File: config.mk
export PLATFORM = sky130hd
export DESIGN_NAME = tarfc_top
export DESIGN_NICKNAME = d
export VERILOG_FILES = /design/src/tarfc_pkg.sv /design/src/tarfc_fan.sv /design/src/tarfc_top.sv
export SDC_FILE = /design/constraint.sdc
export NUM_CORES = 1
export LEC_CHECK = 0
export ABC_CLOCK_PERIOD_IN_PS = 2000
export BUFFER_PORTS_ARGS = -buffer_cell sky130_fd_sc_hd__buf_2
export CAP_MARGIN = 25
export CORE_MARGIN = 2
export CORE_UTILIZATION = 48
export DETAILED_ROUTE_END_ITERATION = 6
export GPL_TIMING_DRIVEN = 0
export PLACE_DENSITY = 0.79
export RECOVER_POWER = 50
export SYNTH_ARGS = -nofsm -noshare
export SYNTH_HDL_FRONTEND = slang
export SYNTH_SLANG_ARGS = --single-unit
export TNS_END_PERCENT = 10
File: constraint.sdc
create_clock -name clk_sys -period 2 [get_ports clk_sys]
set_clock_uncertainty 0.15 [all_clocks]
set_input_delay 0 -clock clk_sys [delete_from_list [all_inputs] [get_ports clk_sys]]
set_output_delay 0 -clock clk_sys [all_outputs]
set_load 0.02 [all_outputs]
File: src/tarfc_pkg.sv
package tarfc_pkg;

	// Clock and time base
	localparam int unsigned CLK_HZ          = 40000000;           // System clock rate
	localparam int unsigned TICK_MS         = 100;                // Time base step in ms
	localparam int unsigned TICK_CYC        = CLK_HZ / 1000 * TICK_MS; // Cycles per time base step
	localparam int unsigned FAN_MIN_RUN_MS  = 600000;             // Fan least run time, 10 minutes
	localparam int unsigned FAN_MIN_TICKS   = FAN_MIN_RUN_MS / TICK_MS; // Steps in the least run time

	// Register byte offsets
	localparam logic [7:0] REG_RETRY_LIMIT  = 8'h00;              // retry_count_limit
	localparam logic [7:0] REG_RETRY_IVL    = 8'h04;              // retry_interval in time base steps
	localparam logic [7:0] REG_FAN_CTRL     = 8'h08;              // fan_control_select
	localparam logic [7:0] REG_OUT_ASSIGN   = 8'h0c;              // Output function assignments
	localparam logic [7:0] REG_STATUS       = 8'h10;              // Read-only state
	localparam logic [7:0] REG_COMMAND      = 8'h14;              // Write-only commands

	// Field positions
	localparam int unsigned OUT1_LSB        = 0;                  // output1_function_assign
	localparam int unsigned OUT2_LSB        = 8;                  // output2_function_assign
	localparam int unsigned RELAY_LSB       = 16;                 // relay_function_assign
	localparam int unsigned ST_TRIPPED      = 0;                  // Status: tripped
	localparam int unsigned ST_RETRY        = 1;                  // Status: retry in progress
	localparam int unsigned ST_ALARM        = 2;                  // Status: alarm raised
	localparam int unsigned ST_FAN          = 3;                  // Status: fan running
	localparam int unsigned ST_COUNT_LSB    = 8;                  // Status: attempt count
	localparam int unsigned CMD_MANUAL_RST  = 0;                  // Command: manual reset

	// Values and reset values
	localparam logic [7:0] FUNC_RETRY       = 8'h1a;              // Assignment code 26 selects retry status
	localparam logic [7:0] LIMIT_RST        = 8'h00;              // Retry disabled after reset
	localparam logic [7:0] IVL_RST          = 8'h05;              // Half a second
	localparam logic       FAN_SEL_RST      = 1'b0;               // Fan always on after reset
	localparam logic [1:0] RESP_OKAY        = 2'h0;               // AXI OKAY
	localparam logic [1:0] RESP_SLVERR      = 2'h2;               // AXI SLVERR

	// Trip causes as reported by the protection detectors
	typedef enum logic [3:0] {
		TRIP_OVERCURRENT,
		TRIP_OVERVOLTAGE,
		TRIP_HEATSINK_HOT,
		TRIP_BRAKE_RES_HOT,
		TRIP_MOTOR_HOT,
		TRIP_MOTOR_OVERLOAD,
		TRIP_INV_OVERLOAD,
		TRIP_UNDERVOLTAGE,
		TRIP_GROUND_FAULT,
		TRIP_EXTERNAL,
		TRIP_MEMORY_ERR,
		TRIP_OTHER
	} tarfc_trip_t;

	// Retry sequencer states
	typedef enum logic [1:0] {
		SEQ_IDLE,
		SEQ_WAIT,
		SEQ_ALARM
	} tarfc_seq_t;

endpackage : tarfc_pkg

File: src/tarfc_fan.sv
`timescale 1ns/100ps
`default_nettype none

// Cooling fan on/off control with a least run time
module tarfc_fan
	import tarfc_pkg::*;
#(
	parameter int unsigned MIN_TICKS = FAN_MIN_TICKS
) (
	input  wire logic clk_sys,
	input  wire logic arst_n,
	input  wire logic tick,
	input  wire logic fan_control_select,
	input  wire logic drive_running,
	input  wire logic temp_below_threshold,
	output var  logic fan_on_q
);

	localparam int unsigned CW = $clog2(MIN_TICKS + 1);       // Run timer width
	localparam logic [CW-1:0] MIN_T = CW'(MIN_TICKS);         // Run timer end value

	logic [CW-1:0] run_q;                                     // Steps run since start
	logic          want_off;                                  // Conditions allow stopping

	// Stopping needs on/off mode, a stopped drive and a cool inside
	assign want_off = fan_control_select && !drive_running && temp_below_threshold;

	// Fan state; a fresh start runs the least time, its first step possibly partial
	always_ff @(posedge clk_sys or negedge arst_n) begin
		if (!arst_n) begin
			fan_on_q <= 1'b1;
		end else if (!fan_on_q) begin
			// Restart as soon as the off conditions go away
			if (!want_off) begin
				fan_on_q <= 1'b1;
			end
		end else if (want_off && run_q >= MIN_T) begin
			fan_on_q <= 1'b0;
		end
	end

	// Run timer; saturates so a long run never wraps into a short one
	always_ff @(posedge clk_sys or negedge arst_n) begin
		if (!arst_n) begin
			run_q <= '0;
		end else if (!fan_on_q) begin
			run_q <= '0;
		end else if (tick && run_q < MIN_T) begin
			run_q <= run_q + 1'b1;
		end
	end

endmodule : tarfc_fan

`default_nettype wire

File: src/tarfc_top.sv
`timescale 1ns/100ps
`default_nettype none

// Function
// Retryable trip: wait interval, reset, restart silently
// Alarm, no retry, once trips exceed limit
// Limit zero disables retry entirely
// Only seven listed trip causes are retried
// Retry status on outputs assigned code 26
// On/off mode stops fan when stopped, cool
// Fan runs ten minutes least once started
// Fan select 0 always on, 1 controlled
// Manual reset or new limit clears count
module tarfc_top
	import tarfc_pkg::*;
#(
	parameter int unsigned TICK_CYCLES = TICK_CYC,      // Cycles per 100 ms step
	parameter int unsigned FAN_TICKS   = FAN_MIN_TICKS  // Steps of least fan run time
) (
	input  wire logic        clk_sys,
	input  wire logic        arst_n,
	// AXI4-Lite slave
	input  wire logic [7:0]  s_axi_awaddr,
	input  wire logic        s_axi_awvalid,
	output var  logic        s_axi_awready,
	input  wire logic [31:0] s_axi_wdata,
	input  wire logic [3:0]  s_axi_wstrb,
	input  wire logic        s_axi_wvalid,
	output var  logic        s_axi_wready,
	output var  logic [1:0]  s_axi_bresp,
	output var  logic        s_axi_bvalid,
	input  wire logic        s_axi_bready,
	input  wire logic [7:0]  s_axi_araddr,
	input  wire logic        s_axi_arvalid,
	output var  logic        s_axi_arready,
	output var  logic [31:0] s_axi_rdata,
	output var  logic [1:0]  s_axi_rresp,
	output var  logic        s_axi_rvalid,
	input  wire logic        s_axi_rready,
	// Protection and drive
	input  wire logic        trip_valid,
	input  wire logic [3:0]  trip_cause,
	input  wire logic        drive_running,
	input  wire logic        temp_below_threshold,
	output var  logic        internal_reset_q,
	output var  logic        alarm_q,
	output var  logic        digital_output_one,
	output var  logic        digital_output_two,
	output var  logic        alarm_relay_output,
	output var  logic        fan_on
);

	localparam int unsigned TW = $clog2(TICK_CYCLES + 1);      // Divider width

	// Register state
	logic [7:0]  retry_count_limit_q;                          // Trips allowed a retry
	logic [7:0]  retry_interval_q;                             // Wait in 100 ms steps
	logic        fan_control_select_q;                         // 0 always on, 1 on/off
	logic [7:0]  out1_assign_q;                                // output1_function_assign
	logic [7:0]  out2_assign_q;                                // output2_function_assign
	logic [7:0]  relay_assign_q;                               // relay_function_assign
	// Bus state
	logic        aw_held_q;                                    // Write address taken
	logic        w_held_q;                                     // Write data taken
	logic [7:0]  aw_addr_q;                                    // Held write address
	logic [31:0] w_data_q;                                     // Held write data
	logic [3:0]  w_strb_q;                                     // Held byte enables
	logic        wr_fire;                                      // Write performed now
	logic        limit_wr;                                     // Limit register written
	logic        manual_rst;                                   // Manual reset command
	// Sequencer state
	tarfc_seq_t  seq_q;                                        // Retry sequencer state
	logic [7:0]  attempts_q;                                   // Trips counted so far
	logic [7:0]  wait_q;                                       // Steps waited since trip
	logic [TW-1:0] div_q;                                      // Time base divider
	logic        tick_q;                                       // One-cycle 100 ms pulse
	logic        retry_ok;                                     // This trip may be retried

	// Retryable causes; everything else goes straight to alarm
	function automatic logic cause_retryable(input logic [3:0] c);
		unique case (tarfc_trip_t'(c))
			TRIP_OVERCURRENT, TRIP_OVERVOLTAGE, TRIP_HEATSINK_HOT, TRIP_BRAKE_RES_HOT,
			TRIP_MOTOR_HOT, TRIP_MOTOR_OVERLOAD, TRIP_INV_OVERLOAD: cause_retryable = 1'b1;
			default: cause_retryable = 1'b0;
		endcase
	endfunction : cause_retryable

	// Byte-lane merge of a write into an 8-bit field at a given lane
	function automatic logic [7:0] lane_merge(input logic [7:0] old, input logic [31:0] d,
	                                          input logic [3:0] s, input int unsigned lsb);
		lane_merge = s[lsb/8] ? d[lsb +: 8] : old;
	endfunction : lane_merge

	// Output routing: assignment code 26 shows the retry status
	function automatic logic route_out(input logic [7:0] assign_code, input logic fallback);
		route_out = (assign_code == FUNC_RETRY) ? (seq_q == SEQ_WAIT) : fallback;
	endfunction : route_out

	assign wr_fire    = aw_held_q && w_held_q && !s_axi_bvalid;
	assign limit_wr   = wr_fire && aw_addr_q == REG_RETRY_LIMIT && w_strb_q[0];
	assign manual_rst = wr_fire && aw_addr_q == REG_COMMAND && w_strb_q[0] && w_data_q[CMD_MANUAL_RST];
	// Limit zero means no retry at all; a trip beyond the limit is refused
	assign retry_ok   = cause_retryable(trip_cause) && retry_count_limit_q != LIMIT_RST
	                    && attempts_q < retry_count_limit_q;

	// Write address channel; address held until the response is taken
	always_ff @(posedge clk_sys or negedge arst_n) begin
		if (!arst_n) begin
			aw_held_q     <= 1'b0;
			aw_addr_q     <= '0;
			s_axi_awready <= 1'b1;
		end else if (s_axi_awvalid && s_axi_awready) begin
			aw_held_q     <= 1'b1;
			aw_addr_q     <= {s_axi_awaddr[7:2], 2'b00};
			s_axi_awready <= 1'b0;
		end else if (s_axi_bvalid && s_axi_bready) begin
			aw_held_q     <= 1'b0;
			s_axi_awready <= 1'b1;
		end
	end

	// Write data channel; may arrive before or after the address
	always_ff @(posedge clk_sys or negedge arst_n) begin
		if (!arst_n) begin
			w_held_q     <= 1'b0;
			w_data_q     <= '0;
			w_strb_q     <= '0;
			s_axi_wready <= 1'b1;
		end else if (s_axi_wvalid && s_axi_wready) begin
			w_held_q     <= 1'b1;
			w_data_q     <= s_axi_wdata;
			w_strb_q     <= s_axi_wstrb;
			s_axi_wready <= 1'b0;
		end else if (s_axi_bvalid && s_axi_bready) begin
			w_held_q     <= 1'b0;
			s_axi_wready <= 1'b1;
		end
	end

	// Write response one cycle after both halves are held
	always_ff @(posedge clk_sys or negedge arst_n) begin
		if (!arst_n) begin
			s_axi_bvalid <= 1'b0;
			s_axi_bresp  <= RESP_OKAY;
		end else if (wr_fire) begin
			s_axi_bvalid <= 1'b1;
			unique case (aw_addr_q)
				REG_RETRY_LIMIT, REG_RETRY_IVL, REG_FAN_CTRL,
				REG_OUT_ASSIGN, REG_STATUS, REG_COMMAND: s_axi_bresp <= RESP_OKAY;
				default: s_axi_bresp <= RESP_SLVERR;
			endcase
		end else if (s_axi_bready) begin
			s_axi_bvalid <= 1'b0;
		end
	end

	// Writable registers; status writes are accepted and ignored
	always_ff @(posedge clk_sys or negedge arst_n) begin
		if (!arst_n) begin
			retry_count_limit_q  <= LIMIT_RST;
			retry_interval_q     <= IVL_RST;
			fan_control_select_q <= FAN_SEL_RST;
			out1_assign_q        <= '0;
			out2_assign_q        <= '0;
			relay_assign_q       <= '0;
		end else if (wr_fire) begin
			unique case (aw_addr_q)
				REG_RETRY_LIMIT: retry_count_limit_q <= lane_merge(retry_count_limit_q, w_data_q, w_strb_q, 0);
				REG_RETRY_IVL:   retry_interval_q    <= lane_merge(retry_interval_q, w_data_q, w_strb_q, 0);
				REG_FAN_CTRL: begin
					if (w_strb_q[0]) begin
						fan_control_select_q <= w_data_q[0];
					end
				end
				REG_OUT_ASSIGN: begin
					out1_assign_q  <= lane_merge(out1_assign_q, w_data_q, w_strb_q, OUT1_LSB);
					out2_assign_q  <= lane_merge(out2_assign_q, w_data_q, w_strb_q, OUT2_LSB);
					relay_assign_q <= lane_merge(relay_assign_q, w_data_q, w_strb_q, RELAY_LSB);
				end
				default: ;
			endcase
		end
	end

	// Read channel; one read at a time, answer one cycle after the address
	always_ff @(posedge clk_sys or negedge arst_n) begin
		if (!arst_n) begin
			s_axi_arready <= 1'b1;
			s_axi_rvalid  <= 1'b0;
			s_axi_rdata   <= '0;
			s_axi_rresp   <= RESP_OKAY;
		end else if (s_axi_arvalid && s_axi_arready) begin
			s_axi_arready <= 1'b0;
			s_axi_rvalid  <= 1'b1;
			s_axi_rresp   <= RESP_OKAY;
			s_axi_rdata   <= '0;
			unique case ({s_axi_araddr[7:2], 2'b00})
				REG_RETRY_LIMIT: s_axi_rdata[7:0] <= retry_count_limit_q;
				REG_RETRY_IVL:   s_axi_rdata[7:0] <= retry_interval_q;
				REG_FAN_CTRL:    s_axi_rdata[0]   <= fan_control_select_q;
				REG_OUT_ASSIGN:  s_axi_rdata[23:0] <= {relay_assign_q, out2_assign_q, out1_assign_q};
				REG_STATUS: begin
					s_axi_rdata[ST_TRIPPED]              <= seq_q != SEQ_IDLE;
					s_axi_rdata[ST_RETRY]                <= seq_q == SEQ_WAIT;
					s_axi_rdata[ST_ALARM]                <= alarm_q;
					s_axi_rdata[ST_FAN]                  <= fan_on;
					s_axi_rdata[ST_COUNT_LSB +: 8]       <= attempts_q;
				end
				REG_COMMAND: ;
				default: s_axi_rresp <= RESP_SLVERR;
			endcase
		end else if (s_axi_rvalid && s_axi_rready) begin
			s_axi_rvalid  <= 1'b0;
			s_axi_arready <= 1'b1;
		end
	end

	// 100 ms time base; a slow step keeps the wait counters narrow
	always_ff @(posedge clk_sys or negedge arst_n) begin
		if (!arst_n) begin
			div_q  <= '0;
			tick_q <= 1'b0;
		end else if (div_q == TW'(TICK_CYCLES - 1)) begin
			div_q  <= '0;
			tick_q <= 1'b1;
		end else begin
			div_q  <= div_q + 1'b1;
			tick_q <= 1'b0;
		end
	end

	// Retry sequencer; trips while already tripped are ignored
	always_ff @(posedge clk_sys or negedge arst_n) begin
		if (!arst_n) begin
			seq_q <= SEQ_IDLE;
		end else if (manual_rst) begin
			seq_q <= SEQ_IDLE;
		end else begin
			unique case (seq_q)
				SEQ_IDLE: begin
					if (trip_valid) begin
						seq_q <= retry_ok ? SEQ_WAIT : SEQ_ALARM;
					end
				end
				SEQ_WAIT: begin
					// Interval counted from entry into the tripped state
					if (wait_q >= retry_interval_q) begin
						seq_q <= SEQ_IDLE;
					end
				end
				SEQ_ALARM: ;
			endcase
		end
	end

	// Interval counter; a partial first step makes the wait up to 100 ms short
	always_ff @(posedge clk_sys or negedge arst_n) begin
		if (!arst_n) begin
			wait_q <= '0;
		end else if (seq_q != SEQ_WAIT) begin
			wait_q <= '0;
		end else if (tick_q && wait_q < retry_interval_q) begin
			wait_q <= wait_q + 1'b1;
		end
	end

	// Attempt counter; kept across retries so repeated faults reach the limit
	always_ff @(posedge clk_sys or negedge arst_n) begin
		if (!arst_n) begin
			attempts_q <= '0;
		end else if (manual_rst || limit_wr) begin
			attempts_q <= '0;
		end else if (seq_q == SEQ_IDLE && trip_valid && attempts_q != 8'hff) begin
			attempts_q <= attempts_q + 1'b1;
		end
	end

	// Internal reset pulse at the end of the wait; no alarm on this path
	always_ff @(posedge clk_sys or negedge arst_n) begin
		if (!arst_n) begin
			internal_reset_q <= 1'b0;
		end else begin
			internal_reset_q <= seq_q == SEQ_WAIT && wait_q >= retry_interval_q && !manual_rst;
		end
	end

	// Alarm follows the alarm state, cleared only by a manual reset
	always_ff @(posedge clk_sys or negedge arst_n) begin
		if (!arst_n) begin
			alarm_q <= 1'b0;
		end else if (manual_rst) begin
			alarm_q <= 1'b0;
		end else if (seq_q == SEQ_IDLE && trip_valid && !retry_ok) begin
			alarm_q <= 1'b1;
		end
	end

	// Output terminals; the relay shows the alarm unless assigned to retry
	always_ff @(posedge clk_sys or negedge arst_n) begin
		if (!arst_n) begin
			digital_output_one <= 1'b0;
			digital_output_two <= 1'b0;
			alarm_relay_output <= 1'b0;
		end else begin
			digital_output_one <= route_out(out1_assign_q, 1'b0);
			digital_output_two <= route_out(out2_assign_q, 1'b0);
			alarm_relay_output <= route_out(relay_assign_q, alarm_q);
		end
	end

	// Cooling fan controller on the shared time base
	tarfc_fan #(
		.MIN_TICKS(FAN_TICKS)
	) u_fan (
		.clk_sys             (clk_sys),
		.arst_n              (arst_n),
		.tick                (tick_q),
		.fan_control_select  (fan_control_select_q),
		.drive_running       (drive_running),
		.temp_below_threshold(temp_below_threshold),
		.fan_on_q            (fan_on)
	);

endmodule : tarfc_top

`default_nettype wire

==> impl_metrics.py <==
metrics = {
    "pwr": {
        "power_leakage_nw": 4.646,
        "p_seq_share_pct": 49.9,
        "power_w": 0.006887,
        "power_density_nw_per_um2": 686.9,
        "power_frac_comb_pct": 5.9,
        "clock_power_share_pct": 44.2,
        "p_sw_w": 0.001610,
        "switching_share_pct": 23.38,
        "ir_worst_vdd_uv": 780.0,
        "power.internal_w": 0.005276,
    },
    "place": {
        "hpwl_mm": 12.38,
        "io_buffers": 89,
        "dp_cells": 1004,
        "dpl-instance-area_um2": 8652,
        "gp_congestion": 0.8658,
    },
    "route": {
        "drc": 3,
        "first_iter_violations": 478,
        "vias": 6057,
        "detail_route.wirelength_mm": 19.61,
        "dr.pass1.iters": 7,
        "wire_per_inst_um": 17.83,
        "antenna_left": 0,
        "via_per_inst": 5.506,
    },
    "clocking": {
        "cts_root_buf": "clkbuf_16",
        "clockBufferDepth": 2,
        "clk_latency_ns": 0.43,
        "cts_inserted_buffers": 17,
        "cts_tree": "yes",
        "clkTransAtPathRegs_ns": 0.06,
        "cts.sinks": 167,
        "cts_max_level": 4,
    },
    "sta": {
        "rsz0062_at_grt": "true",
        "fin_crit_ns": 2.137,
        "fmax_mhz": 467.9,
        "slew_headroom_pct": 41.71,
        "setup_violations": 22,
        "final_max_slew_viol_count": 0,
        "worst_slack_ns": -0.1370,
        "tightest_slew_ns": 0.8743,
        "fin_crit_sh_pct": 106.8,
        "setup-tns-final_ns": -0.9339,
        "hold_viol_final": 0,
    },
    "grt": {
        "grt_pass1_wl_mm": 31.71,
        "grt_usage_pct": 23.04,
        "antenna_found_initial": 0,
        "gr-total-overflow": 0,
        "grt_max_degree": 107,
        "grt_pass1_vias": 6295,
    },
    "setup_path": {
        "crit_type": "flip-flop to flip-flop",
        "cp.arrival_ns": 2.34,
        "cpPeakStageDelay_ns": 0.56,
        "cp_top_family": "simple AND/OR/NAND/NOR gates",
        "cp_max_fo": 3,
        "startpoint_type": "flip-flop",
        "critPathBufInv": 1,
        "slowest_stage": "dfstp_2",
        "path_cells": "inv_2 -> ha_4 -> a21oi_4 -> o21ai_4 -> nor4_4 -> or3b_4 -> a21oi_2",
        "required_ns": 2.20,
        "critPathCaptureType": "flip-flop",
    },
    "hold_path": {
        "hold_path_class": "input port to flip-flop",
    },
    "floorplan": {
        "dieWidth_um": 132.0,
        "initial_core_util_pct": 49.29,
        "fp.coreArea_um2": 15940,
        "die_h_um": 132.0,
        "dieArea_um2": 17410,
        "rows": 46,
        "io_pins": 113,
    },
    "synthesis": {
        "synth_edf_count": 0,
        "yosysSeqAreaShare_pct": 53.27,
        "synthArstFlopShare_pct": 100.0,
        "synthFlopType": "dfrtp_1",
        "ys_seq_elements": 167,
        "yosysWarnings": 0,
        "yosys-top-cells-area": "dfrtp_1 51%, mux2_2 10%, nand2_1 3.5%",
        "synth.top_cell.area_share_pct": 51.27,
        "yosys.area.top_type": "dfrtp_1",
        "syn_area_um2": 7859,
        "synth.distinct_cells": 71,
        "avgSynthCellArea_um2": 11.41,
        "synthCells": 689,
    },
    "cells_and_area": {
        "utilization_pct": 62.89,
        "nNetsFinal": 957,
        "stdcell_count": 1100,
        "design_area_um2": 10030,
        "diodes": 0,
        "drive_gt1_share_pct": 27.38,
        "multi_input_area_um2": 3702,
        "syn_to_final_growth_pct": 27.58,
        "seqCellArea_um2": 4189,
        "num-fill-cells": 1261,
    },
    "status": {
        "violations": "design-rule violations, negative setup slack",
        "status": "complete, but fails checks",
    },
    "job": {
        "max-cap-violations": 0,
    },
}
==> stage by stage <==
stage	setup WS, ns	hold WS, ns
floorplan	-0.08549	-0.4456
global placement	-1.749	0.007764
detailed placement	-0.2863	-0.1775
CTS	-0.1243	0.01421
global route	-0.1971	0.05274
finish	-0.1370	0.04053
==> sequential cells by signal (all words and copies together) (netlist names), 2 cells and up <==
register and flops:
s_axi_rdata 24, w_data_q 24, div_q 22, u_fan.run_q 13, attempts_q 8, out1_assign_q 8, out2_assign_q 8, relay_assign_q 8
retry_count_limit_q 8, retry_interval_q 8, wait_q 8, aw_addr_q 6, w_strb_q 3, seq_q 2
==> cell usage after synthesis, types with 4 or more instances <==
master,n
dfrtp_1,161
nand2_1,74
mux2_2,73
nor2_1,37
o21ai_0,30
nand3_1,29
inv_1,28
ha_1,20
xor2_1,16
xnor2_1,15
mux2i_1,13
nand4_1,13
nor3_1,12
buf_4,10
clkbuf_1,10
a22oi_1,9
and2_1,9
nor4_1,9
a21oi_1,8
a22o_1,8
dfstp_2,6
a21o_1,5
and3_1,5
nand2b_1,5
nor2b_1,5
o21ai_1,5
a31oi_1,4
nand2_2,4
nor4b_1,4
==> metal layers <==
metal | global-route usage, % | part of all wire, % | vias to the layer above
li1 | - | - | 2813
met3 | 6.228 | 6.9 | 45
met1 | 29.67 | 42 | 2964
met4 | 7.428 | 2.4 | 0
met5 | 0 | 0 | -
met2 | 38.05 | 49 | 235
==> placed cells by master, fill, tap and decap left out, types with 8 or more instances in the layout <==
cell type	n
xnor2_1	15
a22o_1	8
dlygate4sd3_1	55
conb_1	10
dfrtp_1	159
clkbuf_16	17
buf_4	22
a22oi_1	9
nand3_1	29
mux2_2	73
ha_1	13
inv_1	23
o21ai_0	31
buf_2	53
nor2_1	37
clkbuf_1	47
nand4_1	13
nand2_1	74
nor3_1	10
xor2_1	16
mux2i_1	13
==> what timing repair did <==
action / CTS / global route
resized for setup: 24 / 28
gates cloned: 0 / 0
buffers inserted: 8 / 2
endpoints found under the hold margin: 217 / 0
endpoints found under the setup margin: 69 / 78
hold buffers: 55 / 0
pin swaps: 6 / 6
==> cells by family (layout without fill, tap and decap cells) <==
family / after synthesis / count (layout) / synth area share, %
and+or+nand+nor: 236 / 236 / 16.10
DFF: 167 / 167 / 53.27
AOI/OAI and AO/OA: 94 / 94 / 8.184
muxes: 87 / 87 / 12.40
buffers and inverters: 53 / 239 / 3.359
xor gates and xnor gates: 31 / 31 / 3.455
adders and majority gates: 20 / 20 / 3.184
other: 1 / 10 / 0.04772
==> path summary, 6_finish.rpt <==
| check | from | endpoint | slack, ns | cells past startpoint |
|---|---|---|---|---|
| min in group asynchronous | arst_n | u_fan.run_q[6] | 0.63 | 3 |
| worst min register to register | div_q[0] | div_q[0] | 0.31 | 1 |
| worst max-delay path | retry_interval_q[2] | wait_q[6] | -0.14 | 7 |
| worst max register to register | retry_interval_q[2] | wait_q[6] | -0.14 | 7 |
| worst min-delay path | s_axi_araddr[3] | s_axi_rdata[1] | 0.04 | 4 |
| max in group asynchronous | arst_n | s_axi_rdata[19] | 0.09 | 4 |
==> worst min-delay path, stage by stage <==
cell	delay, ns
buf_2	0.16
a21o_1	0.16
a211oi_1	0.08
a22o_1	0.17
==> power groups by stage <==
stage / logic, W / registers (W) / clock network [W]
finish: 0.000406 / 0.00343 / 0.00305
global route: 0.000450 / 0.00344 / 0.00323
CTS: 0.000410 / 0.00343 / 0.00309
detailed placement: 0.000328 / 0.00350 / 0
global placement: 0.000314 / 0.00350 / 0
floorplan: 0.000114 / 0.00352 / 0
==> area by class of cell <==
cell class / instances / area share [%]
sequential: 167 / 41.78
inverter: 28 / 1.048
multi-input combinational: 478 / 36.93
clock buffer: 23 / 4.767
timing repair buffer: 155 / 10.53
clock inverter: 9 / 0.6989
tap: 216 / 2.696
buffer: 24 / 1.547
Note: power is estimated with default switching activity, not from simulation.
